**src/cvm_pkg.sv**
```systemverilog
// ************************************************************
// Constants shared by the case selector and value decoder.
// ************************************************************
package cvm_pkg;

  // ************************************************************
  // Register bus layout.
  // ************************************************************
  localparam int CVM_AXI_AW = 8;
  localparam logic [7:0] CVM_OFF_CTRL = 8'h00;
  localparam logic [7:0] CVM_OFF_SW_SEL = 8'h04;
  localparam logic [7:0] CVM_OFF_SW_DEC = 8'h08;
  localparam logic [7:0] CVM_OFF_CASE_STAT = 8'h0c;
  localparam logic [7:0] CVM_OFF_MISC_STAT = 8'h10;
  localparam int CVM_CTRL_SRC_BIT = 0;
  localparam int CVM_MISC_DFLT_BIT = 0;
  localparam int CVM_MISC_MATCH_BIT = 1;
  localparam logic CVM_CTRL_SRC_RST = 1'h0;
  localparam logic [31:0] CVM_WORD_RST = 32'h0000_0000;
  localparam logic [1:0] CVM_RESP_OKAY = 2'h0;
  localparam logic [1:0] CVM_RESP_SLVERR = 2'h2;

  // ************************************************************
  // Number formats of the value decoder input.
  // ************************************************************
  localparam int CVM_FMT_SINT = 0;
  localparam int CVM_FMT_SFRAC = 1;
  localparam int CVM_FMT_UINT = 2;

endpackage

```
**src/cvm_case_decoder.sv**
```systemverilog
// The register offsets and the AXI4-Lite interface to the registers were chosen for this implementation.
`timescale 1ns/1ns
module cvm_case_decoder
  import cvm_pkg::*;
#(
  parameter int NUM_CASES = 4,
  parameter int MAX_ALTS = 3,
  parameter int CASE_ALTS [NUM_CASES] = '{3, 1, 2, 1},
  parameter int CASE_VALS [NUM_CASES][MAX_ALTS] =
    '{'{1, 2, 3}, '{4, 0, 0}, '{5, -1, 0}, '{7, 0, 0}},
  parameter bit SEL_SIGNED = 1'b1,
  parameter int SEL_L = 8,
  parameter bit PIPELINE = 1'b0,
  parameter bit DEFAULT_EN = 1'b1,
  parameter int DEC_FMT = CVM_FMT_UINT,
  parameter int DEC_L = 2,
  parameter int DEC_R = 0,
  parameter bit DEC_REG = 1'b0,
  parameter longint DEC_VALUE = 5,
  localparam int DEC_RE = (DEC_FMT == CVM_FMT_SFRAC) ? DEC_R : 0,
  localparam int DEC_W = DEC_L + DEC_RE
) (
  input wire logic aclk,
  input wire logic aresetn,
  input wire logic [CVM_AXI_AW-1:0] s_axi_awaddr,
  input wire logic [2:0] s_axi_awprot,
  input wire logic s_axi_awvalid,
  output logic s_axi_awready,
  input wire logic [31:0] s_axi_wdata,
  input wire logic [3:0] s_axi_wstrb,
  input wire logic s_axi_wvalid,
  output logic s_axi_wready,
  output logic [1:0] s_axi_bresp,
  output logic s_axi_bvalid,
  input wire logic s_axi_bready,
  input wire logic [CVM_AXI_AW-1:0] s_axi_araddr,
  input wire logic [2:0] s_axi_arprot,
  input wire logic s_axi_arvalid,
  output logic s_axi_arready,
  output logic [31:0] s_axi_rdata,
  output logic [1:0] s_axi_rresp,
  output logic s_axi_rvalid,
  input wire logic s_axi_rready,
  input wire logic [SEL_L-1:0] sel_in,
  output logic [NUM_CASES-1:0] case_out,
  output logic case_dflt,
  input wire logic [DEC_W-1:0] dec_in,
  output logic dec_match
);

  // ************************************************************
  // Elaboration checks.
  // ************************************************************
  if (NUM_CASES < 1 || NUM_CASES > 32) begin : g_bad_cases
    $error("NUM_CASES must lie in 1..32");
  end
  if (MAX_ALTS < 1) begin : g_bad_alts
    $error("MAX_ALTS must be at least 1");
  end
  if (SEL_L < 1 || SEL_L > 32) begin : g_bad_sel
    $error("SEL_L must lie in 1..32");
  end
  if (DEC_FMT < CVM_FMT_SINT || DEC_FMT > CVM_FMT_UINT) begin : g_bad_fmt
    $error("DEC_FMT is not a known format");
  end
  if (DEC_L < 0 || DEC_R < 0 || DEC_W < 1 || DEC_W > 32) begin : g_bad_dec
    $error("Decoder width must lie in 1..32");
  end
  for (genvar gi = 0; gi < NUM_CASES; gi++) begin : g_chk
    // Every case needs a real alternative, so an empty trailing entry
    // can never turn into an extra output.
    if (CASE_ALTS[gi] < 1 || CASE_ALTS[gi] > MAX_ALTS) begin : g_bad
      $error("Each case needs 1..MAX_ALTS alternatives");
    end
  end

  // ************************************************************
  // Functions.
  // ************************************************************
  function automatic logic [NUM_CASES-1:0] cvm_case_hits(
    input logic [SEL_L-1:0] v
  );
    logic signed [32:0] x;
    logic signed [32:0] c;
    logic [NUM_CASES-1:0] h;
    h = '0;
    // The MSB extends as a sign only for a signed bus.
    x = {{(33-SEL_L){SEL_SIGNED & v[SEL_L-1]}}, v};
    for (int i = 0; i < NUM_CASES; i++) begin
      for (int j = 0; j < MAX_ALTS; j++) begin
        c = 33'(signed'(CASE_VALS[i][j]));
        if (j < CASE_ALTS[i] && x == c) begin
          h[i] = 1'b1;
        end
      end
    end
    return h;
  endfunction

  function automatic logic [31:0] cvm_wmask(
    input logic [31:0] old,
    input logic [31:0] data,
    input logic [3:0] strb
  );
    logic [31:0] r;
    r = old;
    for (int b = 0; b < 4; b++) begin
      if (strb[b]) begin
        r[b*8 +: 8] = data[b*8 +: 8];
      end
    end
    return r;
  endfunction

  localparam logic [DEC_W-1:0] DEC_CODE = DEC_VALUE[DEC_W-1:0];

  // ************************************************************
  // State.
  // ************************************************************
  typedef struct packed {
    logic [NUM_CASES-1:0] case_r;
    logic dflt_r;
    logic match_r;
    logic src;
    logic [SEL_L-1:0] sw_sel;
    logic [DEC_W-1:0] sw_dec;
    logic aw_full;
    logic [CVM_AXI_AW-1:0] awaddr;
    logic w_full;
    logic [31:0] wdata;
    logic [3:0] wstrb;
    logic bvalid;
    logic [1:0] bresp;
    logic rvalid;
    logic [31:0] rdata;
    logic [1:0] rresp;
  } cvm_state_t;

  cvm_state_t st_q;
  cvm_state_t st_d;
  logic [SEL_L-1:0] sel_src;
  logic [DEC_W-1:0] dec_src;
  logic [NUM_CASES-1:0] hits;
  logic dflt_c;
  logic match_c;
  logic [CVM_AXI_AW-1:0] wa;

  // ************************************************************
  // Datapath.
  // ************************************************************
  assign sel_src = st_q.src ? st_q.sw_sel : sel_in;
  assign dec_src = st_q.src ? st_q.sw_dec : dec_in;
  assign hits = cvm_case_hits(sel_src);
  assign dflt_c = DEFAULT_EN & ~(|hits);
  assign match_c = (dec_src == DEC_CODE);

  assign case_out = PIPELINE ? st_q.case_r : hits;
  assign case_dflt = PIPELINE ? st_q.dflt_r : dflt_c;
  assign dec_match = DEC_REG ? st_q.match_r : match_c;

  assign s_axi_awready = ~st_q.aw_full;
  assign s_axi_wready = ~st_q.w_full;
  assign s_axi_bvalid = st_q.bvalid;
  assign s_axi_bresp = st_q.bresp;
  assign s_axi_arready = ~st_q.rvalid;
  assign s_axi_rvalid = st_q.rvalid;
  assign s_axi_rdata = st_q.rdata;
  assign s_axi_rresp = st_q.rresp;
  assign wa = {st_q.awaddr[CVM_AXI_AW-1:2], 2'b00};

  // ************************************************************
  // Next state.
  // ************************************************************
  always_comb begin
    st_d = st_q;
    // Output registers follow the inputs every edge, untouched by reset.
    st_d.case_r = hits;
    st_d.dflt_r = dflt_c;
    st_d.match_r = match_c;

    if (s_axi_awvalid && !st_q.aw_full) begin
      st_d.aw_full = 1'b1;
      st_d.awaddr = s_axi_awaddr;
    end
    if (s_axi_wvalid && !st_q.w_full) begin
      st_d.w_full = 1'b1;
      st_d.wdata = s_axi_wdata;
      st_d.wstrb = s_axi_wstrb;
    end
    if (st_q.bvalid && s_axi_bready) begin
      st_d.bvalid = 1'b0;
    end
    // A write is carried out once both halves are held and the previous
    // response has gone.
    if (st_q.aw_full && st_q.w_full && !st_q.bvalid) begin
      st_d.aw_full = 1'b0;
      st_d.w_full = 1'b0;
      st_d.bvalid = 1'b1;
      st_d.bresp = CVM_RESP_OKAY;
      case (wa)
        CVM_OFF_CTRL: begin
          // The source bit lives in byte lane 0, so only that strobe counts.
          st_d.src = st_q.wstrb[0] ? st_q.wdata[CVM_CTRL_SRC_BIT] : st_q.src;
        end
        CVM_OFF_SW_SEL: begin
          st_d.sw_sel = SEL_L'(cvm_wmask(32'(st_q.sw_sel), st_q.wdata,
            st_q.wstrb));
        end
        CVM_OFF_SW_DEC: begin
          st_d.sw_dec = DEC_W'(cvm_wmask(32'(st_q.sw_dec), st_q.wdata,
            st_q.wstrb));
        end
        CVM_OFF_CASE_STAT, CVM_OFF_MISC_STAT: begin
          st_d.bresp = CVM_RESP_OKAY;
        end
        default: begin
          st_d.bresp = CVM_RESP_SLVERR;
        end
      endcase
    end

    if (st_q.rvalid && s_axi_rready) begin
      st_d.rvalid = 1'b0;
    end
    if (s_axi_arvalid && !st_q.rvalid) begin
      st_d.rvalid = 1'b1;
      st_d.rresp = CVM_RESP_OKAY;
      st_d.rdata = CVM_WORD_RST;
      case ({s_axi_araddr[CVM_AXI_AW-1:2], 2'b00})
        CVM_OFF_CTRL: begin
          st_d.rdata[CVM_CTRL_SRC_BIT] = st_q.src;
        end
        CVM_OFF_SW_SEL: begin
          st_d.rdata = 32'(st_q.sw_sel);
        end
        CVM_OFF_SW_DEC: begin
          st_d.rdata = 32'(st_q.sw_dec);
        end
        CVM_OFF_CASE_STAT: begin
          st_d.rdata = 32'(case_out);
        end
        CVM_OFF_MISC_STAT: begin
          st_d.rdata[CVM_MISC_DFLT_BIT] = case_dflt;
          st_d.rdata[CVM_MISC_MATCH_BIT] = dec_match;
        end
        default: begin
          st_d.rresp = CVM_RESP_SLVERR;
        end
      endcase
    end

    if (!aresetn) begin
      st_d.src = CVM_CTRL_SRC_RST;
      st_d.sw_sel = '0;
      st_d.sw_dec = '0;
      st_d.aw_full = 1'b0;
      st_d.awaddr = '0;
      st_d.w_full = 1'b0;
      st_d.wdata = CVM_WORD_RST;
      st_d.wstrb = '0;
      st_d.bvalid = 1'b0;
      st_d.bresp = CVM_RESP_OKAY;
      st_d.rvalid = 1'b0;
      st_d.rdata = CVM_WORD_RST;
      st_d.rresp = CVM_RESP_OKAY;
    end
  end

  always_ff @(posedge aclk) begin
    st_q <= st_d;
  end

endmodule // cvm_case_decoder

```
**config.mk**
```make
export PLATFORM = sky130hd
export DESIGN_NAME = cvm_case_decoder
export DESIGN_NICKNAME = d
export VERILOG_FILES = /design/src/cvm_pkg.sv /design/src/cvm_case_decoder.sv
export SDC_FILE = /design/constraint.sdc
export NUM_CORES = 1
export LEC_CHECK = 0
export ABC_AREA = 0
export ABC_CLOCK_PERIOD_IN_PS = 4100
export BUFFER_PORTS_ARGS = -buffer_cell sky130_fd_sc_hd__buf_2
export CORE_MARGIN = 2
export CORE_UTILIZATION = 49
export CTS_BUF_LIST = sky130_fd_sc_hd__clkbuf_16
export CTS_CLUSTER_DIAMETER = 100
export CTS_CLUSTER_SIZE = 28
export DETAILED_ROUTE_END_ITERATION = 7
export PLACE_DENSITY = 0.85
export SYNTH_ARGS = -nofsm -noshare
export SYNTH_HDL_FRONTEND = slang
export SYNTH_SLANG_ARGS = --single-unit
```
**constraint.sdc**
```tcl
create_clock -name aclk -period 4.1 [get_ports aclk]
set_input_delay 0.205 -clock aclk [delete_from_list [all_inputs] [get_ports aclk]]
set_output_delay 0.205 -clock aclk [all_outputs]
set_load 0.05 [all_outputs]
```
==> flow_summary.json, run 1 <==
{
  "area.growth.synth_to_final_pct": 11.58,
  "crit_type": "reg -> out",
  "netlist_instances": 256,
  "start_util_pct": 51.90,
  "die_h_um": 72.38,
  "synthFlopType": "dfxtp_1",
  "clockBufferDepth": 2,
  "first_pass_iters": 4,
  "status": "finished, final reports clean",
  "maxSlewHeadroom_pct": 49.38,
  "antennaDiodeCount": 0,
  "synth_most_common_cell": "dfxtp_1",
  "n_fill_cell": 391,
  "cts_tree": "built",
  "ys_types": 45,
  "setup_tns_ps": 0,
  "ir_drop_uv": 244.0,
  "rows": 24,
  "die_w_um": 72.38,
  "clk_pin_slew_worst_paths_ps": 60,
  "totalWireLength_um": 4589,
  "clock_skew_ps": 4.568,
  "synth_top_area_share_pct": 34.95,
  "first_iter_violations": 63,
  "cts-buffers-inserted": 5,
  "clkSinkCount": 40,
  "grt_max_degree": 41,
  "clock_latency_ps": 280,
  "timing.fmax_mhz": 392.2,
  "cp-start-kind": "register",
  "p_total_mw": 0.9540,
  "synth-seq-cells": 40,
  "p_leak_nw": 1.141,
  "drv_cap": 0,
  "num_vias": 1814,
  "fin_cells": 353,
  "crit_path_max_fanout": 17,
  "core-area_um2": 4414,
  "cts.repair.resized": 0,
  "netlist_area_um2": 2291,
  "finalInstanceArea_um2": 2556,
  "worstPathArrival_ps": 2340,
  "end_kind": "output pin",
  "placedInstanceArea_um2": 2416,
  "cts_setup_buffers": 0,
  "worstPathRequired_ps": 3890,
  "maxSlewViolCount": 0,
  "place.gp.congestion": 0.8427,
  "worst_pin_slew_ps": 758.3,
  "dp_hpwl_um": 3444,
  "placedCellCount": 345,
  "root_buffer": "clkbuf_16",
  "drc": 0,
  "synth_top_area_cell": "dfxtp_1",
  "min_period_over_period_pct": 62.19,
  "wl_per_cell_um": 13.00,
  "antenna_found_initial": 0,
  "p_per_area_nw_per_um2": 373.2,
  "gr-total-overflow": 0,
  "rsz0062_at_grt": "false",
  "drive_gt1_share_pct": 25.25,
  "ys_seq_area_share_pct": 34.95,
  "fin_crit_ps": 2550,
  "hold_violations": 0,
  "grt_usage_pct": 18.04,
  "syn_avg_cell_area_um2": 8.949,
  "io_buffers": 58,
  "via_per_inst": 5.139,
  "pin_count": 122,
  "die_area_um2": 5238,
  "htree_levels": 2,
  "yosys_warnings": 0,
  "synth_edf_count": 0,
  "holdWs_ps": 143.7,
  "setup_ws_ps": 1550,
  "synth-async-reset-ratio_pct": 0,
  "finalCoreUtilization_pct": 57.91,
  "grt_first_pass_wirelength_um": 7286,
  "nNetsFinal": 375,
  "postCtsHoldBufs": 0,
  "synth.area.top_cells": "dfxtp_1 (35%), buf_4 (12%), mux2i_1 (7.9%)",
  "grt_pass1_vias": 1644,
  "synth_commonest_cells": "dfxtp_1 (40), buf_4 (36), nand2_1 (35)",
  "finalSetupViolations": 0,
  "drtAntennaViolNets": 0,
  "dp_worst_setup_slack_ps": 1844,
  "hold_path_class": "in -> reg"
}
## worst paths after layout
check | start | end | slack, ps | cells past startpoint
min reg2reg | s_axi_rdata[6] | s_axi_rdata[6] | 450 | 2
max | st_q[94] | case_out[1] | 1550 | 4
min | s_axi_awvalid | st_q[83] | 140 | 3
max reg2reg | st_q[94] | s_axi_rdata[0] | 2010 | 5
## layout by cell type (no fill, tap or decap), drive strengths merged
| cell type | count |
|---|---|
| buf | 58 |
| dfxtp | 40 |
| nand2 | 35 |
| conb | 26 |
| nor2b | 22 |
| mux2i | 19 |
| a21boi | 15 |
| nor2 | 9 |
| nand3 | 8 |
| o21ai | 7 |
| nand3b | 6 |
| a21oi | 6 |
| inv | 6 |
| clkbuf | 5 |
| nor3 | 4 |
| and2 | 3 |
| nand2b | 3 |
| nor3b | 2 |
| nand4 | 2 |
| a211oi | 2 |
| a31oi | 2 |
| nor4 | 2 |
| o22ai | 2 |
| a221oi | 2 |
| nor4b | 1 |
| nand4b | 1 |
| mux2 | 1 |
| a2111oi | 1 |
| or2 | 1 |
| o2bb2ai | 1 |
| o211a | 1 |
| a2111o | 1 |
| xnor2 | 1 |
| a22oi | 1 |
| or3 | 1 |
| o211ai | 1 |
| and4bb | 1 |
| clkinv | 1 |
| clkinvlp | 1 |
## critical path, cell delays in order, from the launching register on
cell and delay [ps]:
dfxtp_1 810, nor4b_4 380, o22ai_4 160, a2111oi_4 370, buf_2 330
## flip-flops by register name (all words and copies together), names as in the netlist
name,flops
s_axi_rresp,1
s_axi_rdata,8
s_axi_bresp,1
s_axi_bvalid,1
s_axi_rvalid,1
st_q,28
## cell type report
cell class / count / area [um2] / area share [%]
Multi-Input combinational cell: 190 / 1241 / 48.56
Timing Repair Buffer: 58 / 290.3 / 11.36
Tap cell: 52 / 65.06 / 2.545
Inverter: 5 / 18.77 / 0.7342
Sequential cell: 40 / 800.8 / 31.33
Clock buffer: 5 / 125.1 / 4.895
Clock inverter: 3 / 15.01 / 0.5874
## cell families after synthesis
group | count (synthesis) | synth area share [%]
compound gates | 42 | 14.58
mux | 20 | 9.503
flops | 40 | 34.95
buf+inv | 51 | 14.96
other cells | 1 | 0.1637
simple gates | 101 | 25.45
xor+xnor | 1 | 0.3824
## layer usage
layer / global-route usage (%) / up-vias / wire length, um
li1: - / 904 / -
met1: 21.45 / 829 / 1978
met5: 0 / - / 0
met4: 8.436 / 0 / 130
met3: 4.722 / 14 / 292
met2: 30.38 / 67 / 2188
## report_power, final
part	internal, mW	leakage (nW)	switching [mW]
registers	0.404	0.326	0.00999
logic	0.0440	0.746	0.126
clock network	0.221	0.0687	0.149
total	0.668	1.14	0.286
No activity file was read; power rests on OpenSTA's default activity.
==> run 2, diff against run 1 <==
--- a/config.mk
+++ b/config.mk
@@ -6,15 +6,15 @@
 export NUM_CORES = 1
 export LEC_CHECK = 0
 export ABC_AREA = 0
-export ABC_CLOCK_PERIOD_IN_PS = 4100
+export ABC_CLOCK_PERIOD_IN_PS = 2300
 export BUFFER_PORTS_ARGS = -buffer_cell sky130_fd_sc_hd__buf_2
 export CORE_MARGIN = 2
-export CORE_UTILIZATION = 49
+export CORE_UTILIZATION = 41
 export CTS_BUF_LIST = sky130_fd_sc_hd__clkbuf_16
 export CTS_CLUSTER_DIAMETER = 100
 export CTS_CLUSTER_SIZE = 28
 export DETAILED_ROUTE_END_ITERATION = 7
-export PLACE_DENSITY = 0.85
+export PLACE_DENSITY = 0.76
 export SYNTH_ARGS = -nofsm -noshare
 export SYNTH_HDL_FRONTEND = slang
 export SYNTH_SLANG_ARGS = --single-unit
==> constraint.sdc (replaced) <==
create_clock -name aclk -period 2.3 [get_ports aclk]
set_input_delay 0.115 -clock aclk [delete_from_list [all_inputs] [get_ports aclk]]
set_output_delay 0.115 -clock aclk [all_outputs]
set_load 0.05 [all_outputs]
==> flow_summary.json, run 2 (same netlist as run 1, synthesis figures left out) <==
{
  "antennaDiodeCount": 0,
  "holdPathEnd": "st_q[83]",
  "dp_worst_setup_slack_ps": 244.9,
  "crit_type": "reg -> out",
  "largest_register": "st_q",
  "num_vias": 1772,
  "maxSlewViolCount": 0,
  "setup_tns_ps": 0,
  "cp-start-kind": "register",
  "timing.fmax_mhz": 479.6,
  "die_area_um2": 6202,
  "grt_usage_pct": 14.92,
  "path_cells": "buf_4 > mux2_4 > or2_1 > o2bb2ai_1 > nor2_1 > buf_2",
  "worstPathArrival_ps": 1970,
  "cts-buffers-inserted": 5,
  "wl_per_cell_um": 11.86,
  "min_from": "s_axi_awvalid",
  "placedInstanceArea_um2": 2459,
  "core-area_um2": 5439,
  "die_w_um": 78.75,
  "p_per_area_nw_per_um2": 646.7,
  "drv_cap": 0,
  "cts_tree": "built",
  "min_period_over_period_pct": 90.66,
  "cp_top_family": "flip-flops",
  "drive_gt1_share_pct": 26.16,
  "clockBufferDepth": 2,
  "grt_max_degree": 41,
  "finalSetupViolations": 0,
  "drtAntennaViolNets": 0,
  "root_buffer": "clkbuf_16",
  "end_kind": "output pin",
  "crit_path_max_fanout": 12,
  "worstPathRequired_ps": 2180,
  "clkSinkCount": 40,
  "worst_pin_slew_ps": 689.8,
  "dp_hpwl_um": 3325,
  "p_leak_nw": 1.153,
  "first_iter_violations": 59,
  "pin_count": 122,
  "grt_first_pass_wirelength_um": 7431,
  "antenna_found_initial": 0,
  "start_util_pct": 42.12,
  "status": "finished, final reports clean",
  "clock_skew_ps": 4.800,
  "nNetsFinal": 376,
  "fin_crit_ps": 2085,
  "setup_ws_ps": 214.9,
  "multi_input_area_um2": 1251,
  "cpPeakStageDelay_ps": 510,
  "drc": 0,
  "io_buffers": 58,
  "rows": 27,
  "via_per_inst": 4.738,
  "grt_pass1_vias": 1661,
  "die_h_um": 78.75,
  "min_path_cells": 3,
  "cpMaxStageDelayCell": "dfxtp_2",
  "ir_drop_uv": 386.7,
  "area.growth.synth_to_final_pct": 13.33,
  "holdWs_ps": 59.88,
  "final_common_cell": "buf_2",
  "first_pass_iters": 4,
  "place.gp.congestion": 0.8627,
  "hold_path_class": "in -> reg",
  "hold_violations": 0,
  "totalWireLength_um": 4436,
  "r2r_setup_slack_ps": 450,
  "largest_register_ffs": 28,
  "htree_levels": 2,
  "sequential_cell_area_um2": 802.0,
  "rsz0062_at_grt": "false",
  "rr_endpoint": "s_axi_rdata[0]",
  "reg2reg_depth": 6,
  "maxSlewHeadroom_pct": 53.92,
  "finalInstanceArea_um2": 2596,
  "n_fill_cell": 525,
  "gr-total-overflow": 0,
  "timing.rr.start": "st_q[94]",
  "clk_pin_slew_worst_paths_ps": 50,
  "clock_latency_ps": 280,
  "final_cell_mix": "buf_2 (58), dfxtp_1 (39), nand2_1 (35), conb_1 (26), nor2b_1 (22)",
  "path_buf_inv": 2,
  "cp-startpoint": "st_q[94]"
}
run 2: changes by cell type in the layout (fill, tap and decap cells not counted), sizes merged:
cell and delta:
buf +1, clkinvlp -1, inv +1
run 2: layer usage:
metal	part of all wire, %	GRT usage [%]	vias to the layer above	wire (um)
li1	-	-	905	-
met1	43	17.98	812	1920
met2	50	25.73	48	2213
met3	5.3	3.636	7	233
met4	1.5	5.439	0	68
met5	0	0	-	0
run 2: final cells by class:
type | count | share of cell area, %
Sequential cell | 40 | 30.89
Timing Repair Buffer | 59 | 11.47
Inverter | 5 | 0.7229
Multi-Input combinational cell | 190 | 48.19
Clock inverter | 3 | 0.4337
Clock buffer | 5 | 4.819
Tap cell | 72 | 3.470
run 2: worst register-to-register path, delay by kind of cell (launching register included):
kind,cells,cell delay [ps]
AOI/OAI and AO/OA,2,260
muxes,1,320
and+or+nand+nor,2,490
buffers and inverters,1,220
DFF,1,510
run 2: repair_timing:
action | 4_1_cts | 5_1_grt
hold buffers | 0 | 0
setup endpoints to repair | 1 | 0
setup buffers | 0 | 0
gates resized for setup | 1 | 0
run 2: how the worst max path moves through the flow:
stage,to,slack [ps],depth (start not counted)
floorplan,case_out[2],50,6
global placement,s_axi_rdata[0],280,6
detailed placement,s_axi_rdata[0],240,6
CTS,case_dflt,200,6
global route,case_out[1],110,4
finish,case_dflt,210,6
run 2: metrics by stage:
step	utilization, %	cells	power, mW
after global placement	45.20	366	1.053
after global routing	47.73	374	1.759
after CTS	47.73	374	1.695
final	47.73	374	1.679
after floorplan	-	281	1.025
after detailed placement	45.20	366	1.055
run 2: power breakdown:
part / internal, mW / switching (mW)
clock: 0.390 / 0.249
combinational: 0.0786 / 0.225
sequential: 0.720 / 0.0168
==> run 3, diff against run 2 <==
--- a/config.mk
+++ b/config.mk
@@ -8,12 +8,14 @@
 export ABC_AREA = 0
 export ABC_CLOCK_PERIOD_IN_PS = 2300
 export BUFFER_PORTS_ARGS = -buffer_cell sky130_fd_sc_hd__buf_2
+export CAP_MARGIN = 20
 export CORE_MARGIN = 2
 export CORE_UTILIZATION = 41
 export CTS_BUF_LIST = sky130_fd_sc_hd__clkbuf_16
 export CTS_CLUSTER_DIAMETER = 100
 export CTS_CLUSTER_SIZE = 28
 export DETAILED_ROUTE_END_ITERATION = 7
+export HOLD_SLACK_MARGIN = 0.1
 export PLACE_DENSITY = 0.76
 export SYNTH_ARGS = -nofsm -noshare
 export SYNTH_HDL_FRONTEND = slang
==> flow_summary.json, run 3 (same netlist as run 1, synthesis figures left out) <==
{
  "status": "finished, final reports clean",
  "drc": 0,
  "p_per_area_nw_per_um2": 627.0,
  "grt_usage_pct": 15.28,
  "hold_violations": 0,
  "dp_worst_setup_slack_ps": 244.9,
  "min_path_cells": 3,
  "grt_first_pass_wirelength_um": 7596,
  "largest_register_ffs": 28,
  "num_vias": 1817,
  "drv_cap": 0,
  "clk_pin_slew_worst_paths_ps": 50,
  "clock_latency_ps": 280,
  "hold_path_class": "in -> reg",
  "io_buffers": 58,
  "gr-total-overflow": 0,
  "drtAntennaViolNets": 0,
  "multi_input_area_um2": 1251,
  "reg2reg_depth": 6,
  "die_area_um2": 6202,
  "core-area_um2": 5439,
  "antennaDiodeCount": 0,
  "totalWireLength_um": 4550,
  "cp-start-kind": "register",
  "min_period_over_period_pct": 90.65,
  "grt_pass1_vias": 1705,
  "finalCoreUtilization_pct": 49.76,
  "grt_max_degree": 41,
  "first_pass_iters": 4,
  "antenna_found_initial": 0,
  "rsz0062_at_grt": "false",
  "largest_register": "st_q",
  "die_h_um": 78.75,
  "ir_drop_uv": 393.1,
  "clockBufferDepth": 2,
  "crit_type": "reg -> out",
  "placedCellCount": 366,
  "via_per_inst": 4.719,
  "end_kind": "output pin",
  "worstPathArrival_ps": 1970,
  "placedInstanceArea_um2": 2459,
  "finalSetupViolations": 0,
  "fin_cells": 385,
  "final_cell_mix": "buf_2 (58), dfxtp_1 (39), nand2_1 (35), conb_1 (26), nor2b_1 (22)",
  "die_w_um": 78.75,
  "worst_pin_slew_ps": 696.0,
  "finalInstanceArea_um2": 2706,
  "cts_setup_buffers": 0,
  "root_buffer": "clkbuf_16",
  "setup_ws_ps": 215.1,
  "crit_path_max_fanout": 12,
  "clock_skew_ps": 5.456,
  "setup_tns_ps": 0,
  "pin_count": 122,
  "p_total_mw": 1.697,
  "first_iter_violations": 80,
  "clkSinkCount": 40,
  "p_leak_nw": 1.200,
  "sequential_cell_area_um2": 802.0,
  "drive_gt1_share_pct": 25.24,
  "worstPathRequired_ps": 2180,
  "holdWs_ps": 97.24,
  "fin_crit_ps": 2085,
  "maxSlewViolCount": 0,
  "timing.fmax_mhz": 479.6,
  "n_fill_cell": 519,
  "maxSlewHeadroom_pct": 53.51,
  "nNetsFinal": 387,
  "cts-buffers-inserted": 5,
  "area.growth.synth_to_final_pct": 18.13,
  "cts_tree": "built",
  "final_common_cell": "buf_2",
  "wl_per_cell_um": 11.82,
  "rows": 27,
  "place.gp.congestion": 0.8627,
  "htree_levels": 2,
  "dp_hpwl_um": 3325,
  "start_util_pct": 42.12
}
==> run 3: timing repair <==
action	4_1_cts	5_1_grt
endpoints found under the hold margin	10	0
setup endpoints to repair	1	0
gates resized for setup	1	0
hold buffers	11	0
==> run 3: path summary, 6_finish.rpt <==
check	slack, ps	start	to
hold reg to reg	450	s_axi_rdata[6]	s_axi_rdata[6]
setup / recovery	220	st_q[94]	case_dflt
hold / removal	100	s_axi_awaddr[4]	st_q[79]
setup reg to reg	450	st_q[94]	s_axi_rdata[0]
==> run 3: routing by layer <==
| metal | track usage, % | up-vias | share of wire (%) |
|---|---|---|---|
| met3 | 3.636 | 9 | 6.1 |
| met2 | 26.67 | 58 | 50 |
| met1 | 18.12 | 826 | 41 |
| met5 | 0 | - | 0 |
| li1 | - | 924 | - |
| met4 | 5.789 | 0 | 2.0 |
==> run 3: cell type report <==
class | instances | share of cell area, %
clock buffer | 5 | 4.623
clock inverter | 3 | 0.4161
multi-input combinational | 190 | 46.23
inverter | 5 | 0.6935
tap | 72 | 3.329
sequential | 40 | 29.63
timing repair buffer | 70 | 15.07
==> run 3: worst max-delay path, cell delays in order, from the launching register on <==
cell	delay (ps)
dfxtp_2	500
buf_4	220
mux2_4	320
or2_1	200
o2bb2ai_1	170
nor2_1	70
buf_2	210
==> run 3: report_power, final <==
| part | total [mW] | leakage [nW] | switching, mW | internal (mW) |
|---|---|---|---|---|
| logic | 0.319 | 0.800 | 0.228 | 0.0913 |
| registers | 0.736 | 0.327 | 0.0167 | 0.720 |
| clock network | 0.641 | 0.0738 | 0.252 | 0.390 |
| total | 1.70 | 1.20 | 0.496 | 1.20 |
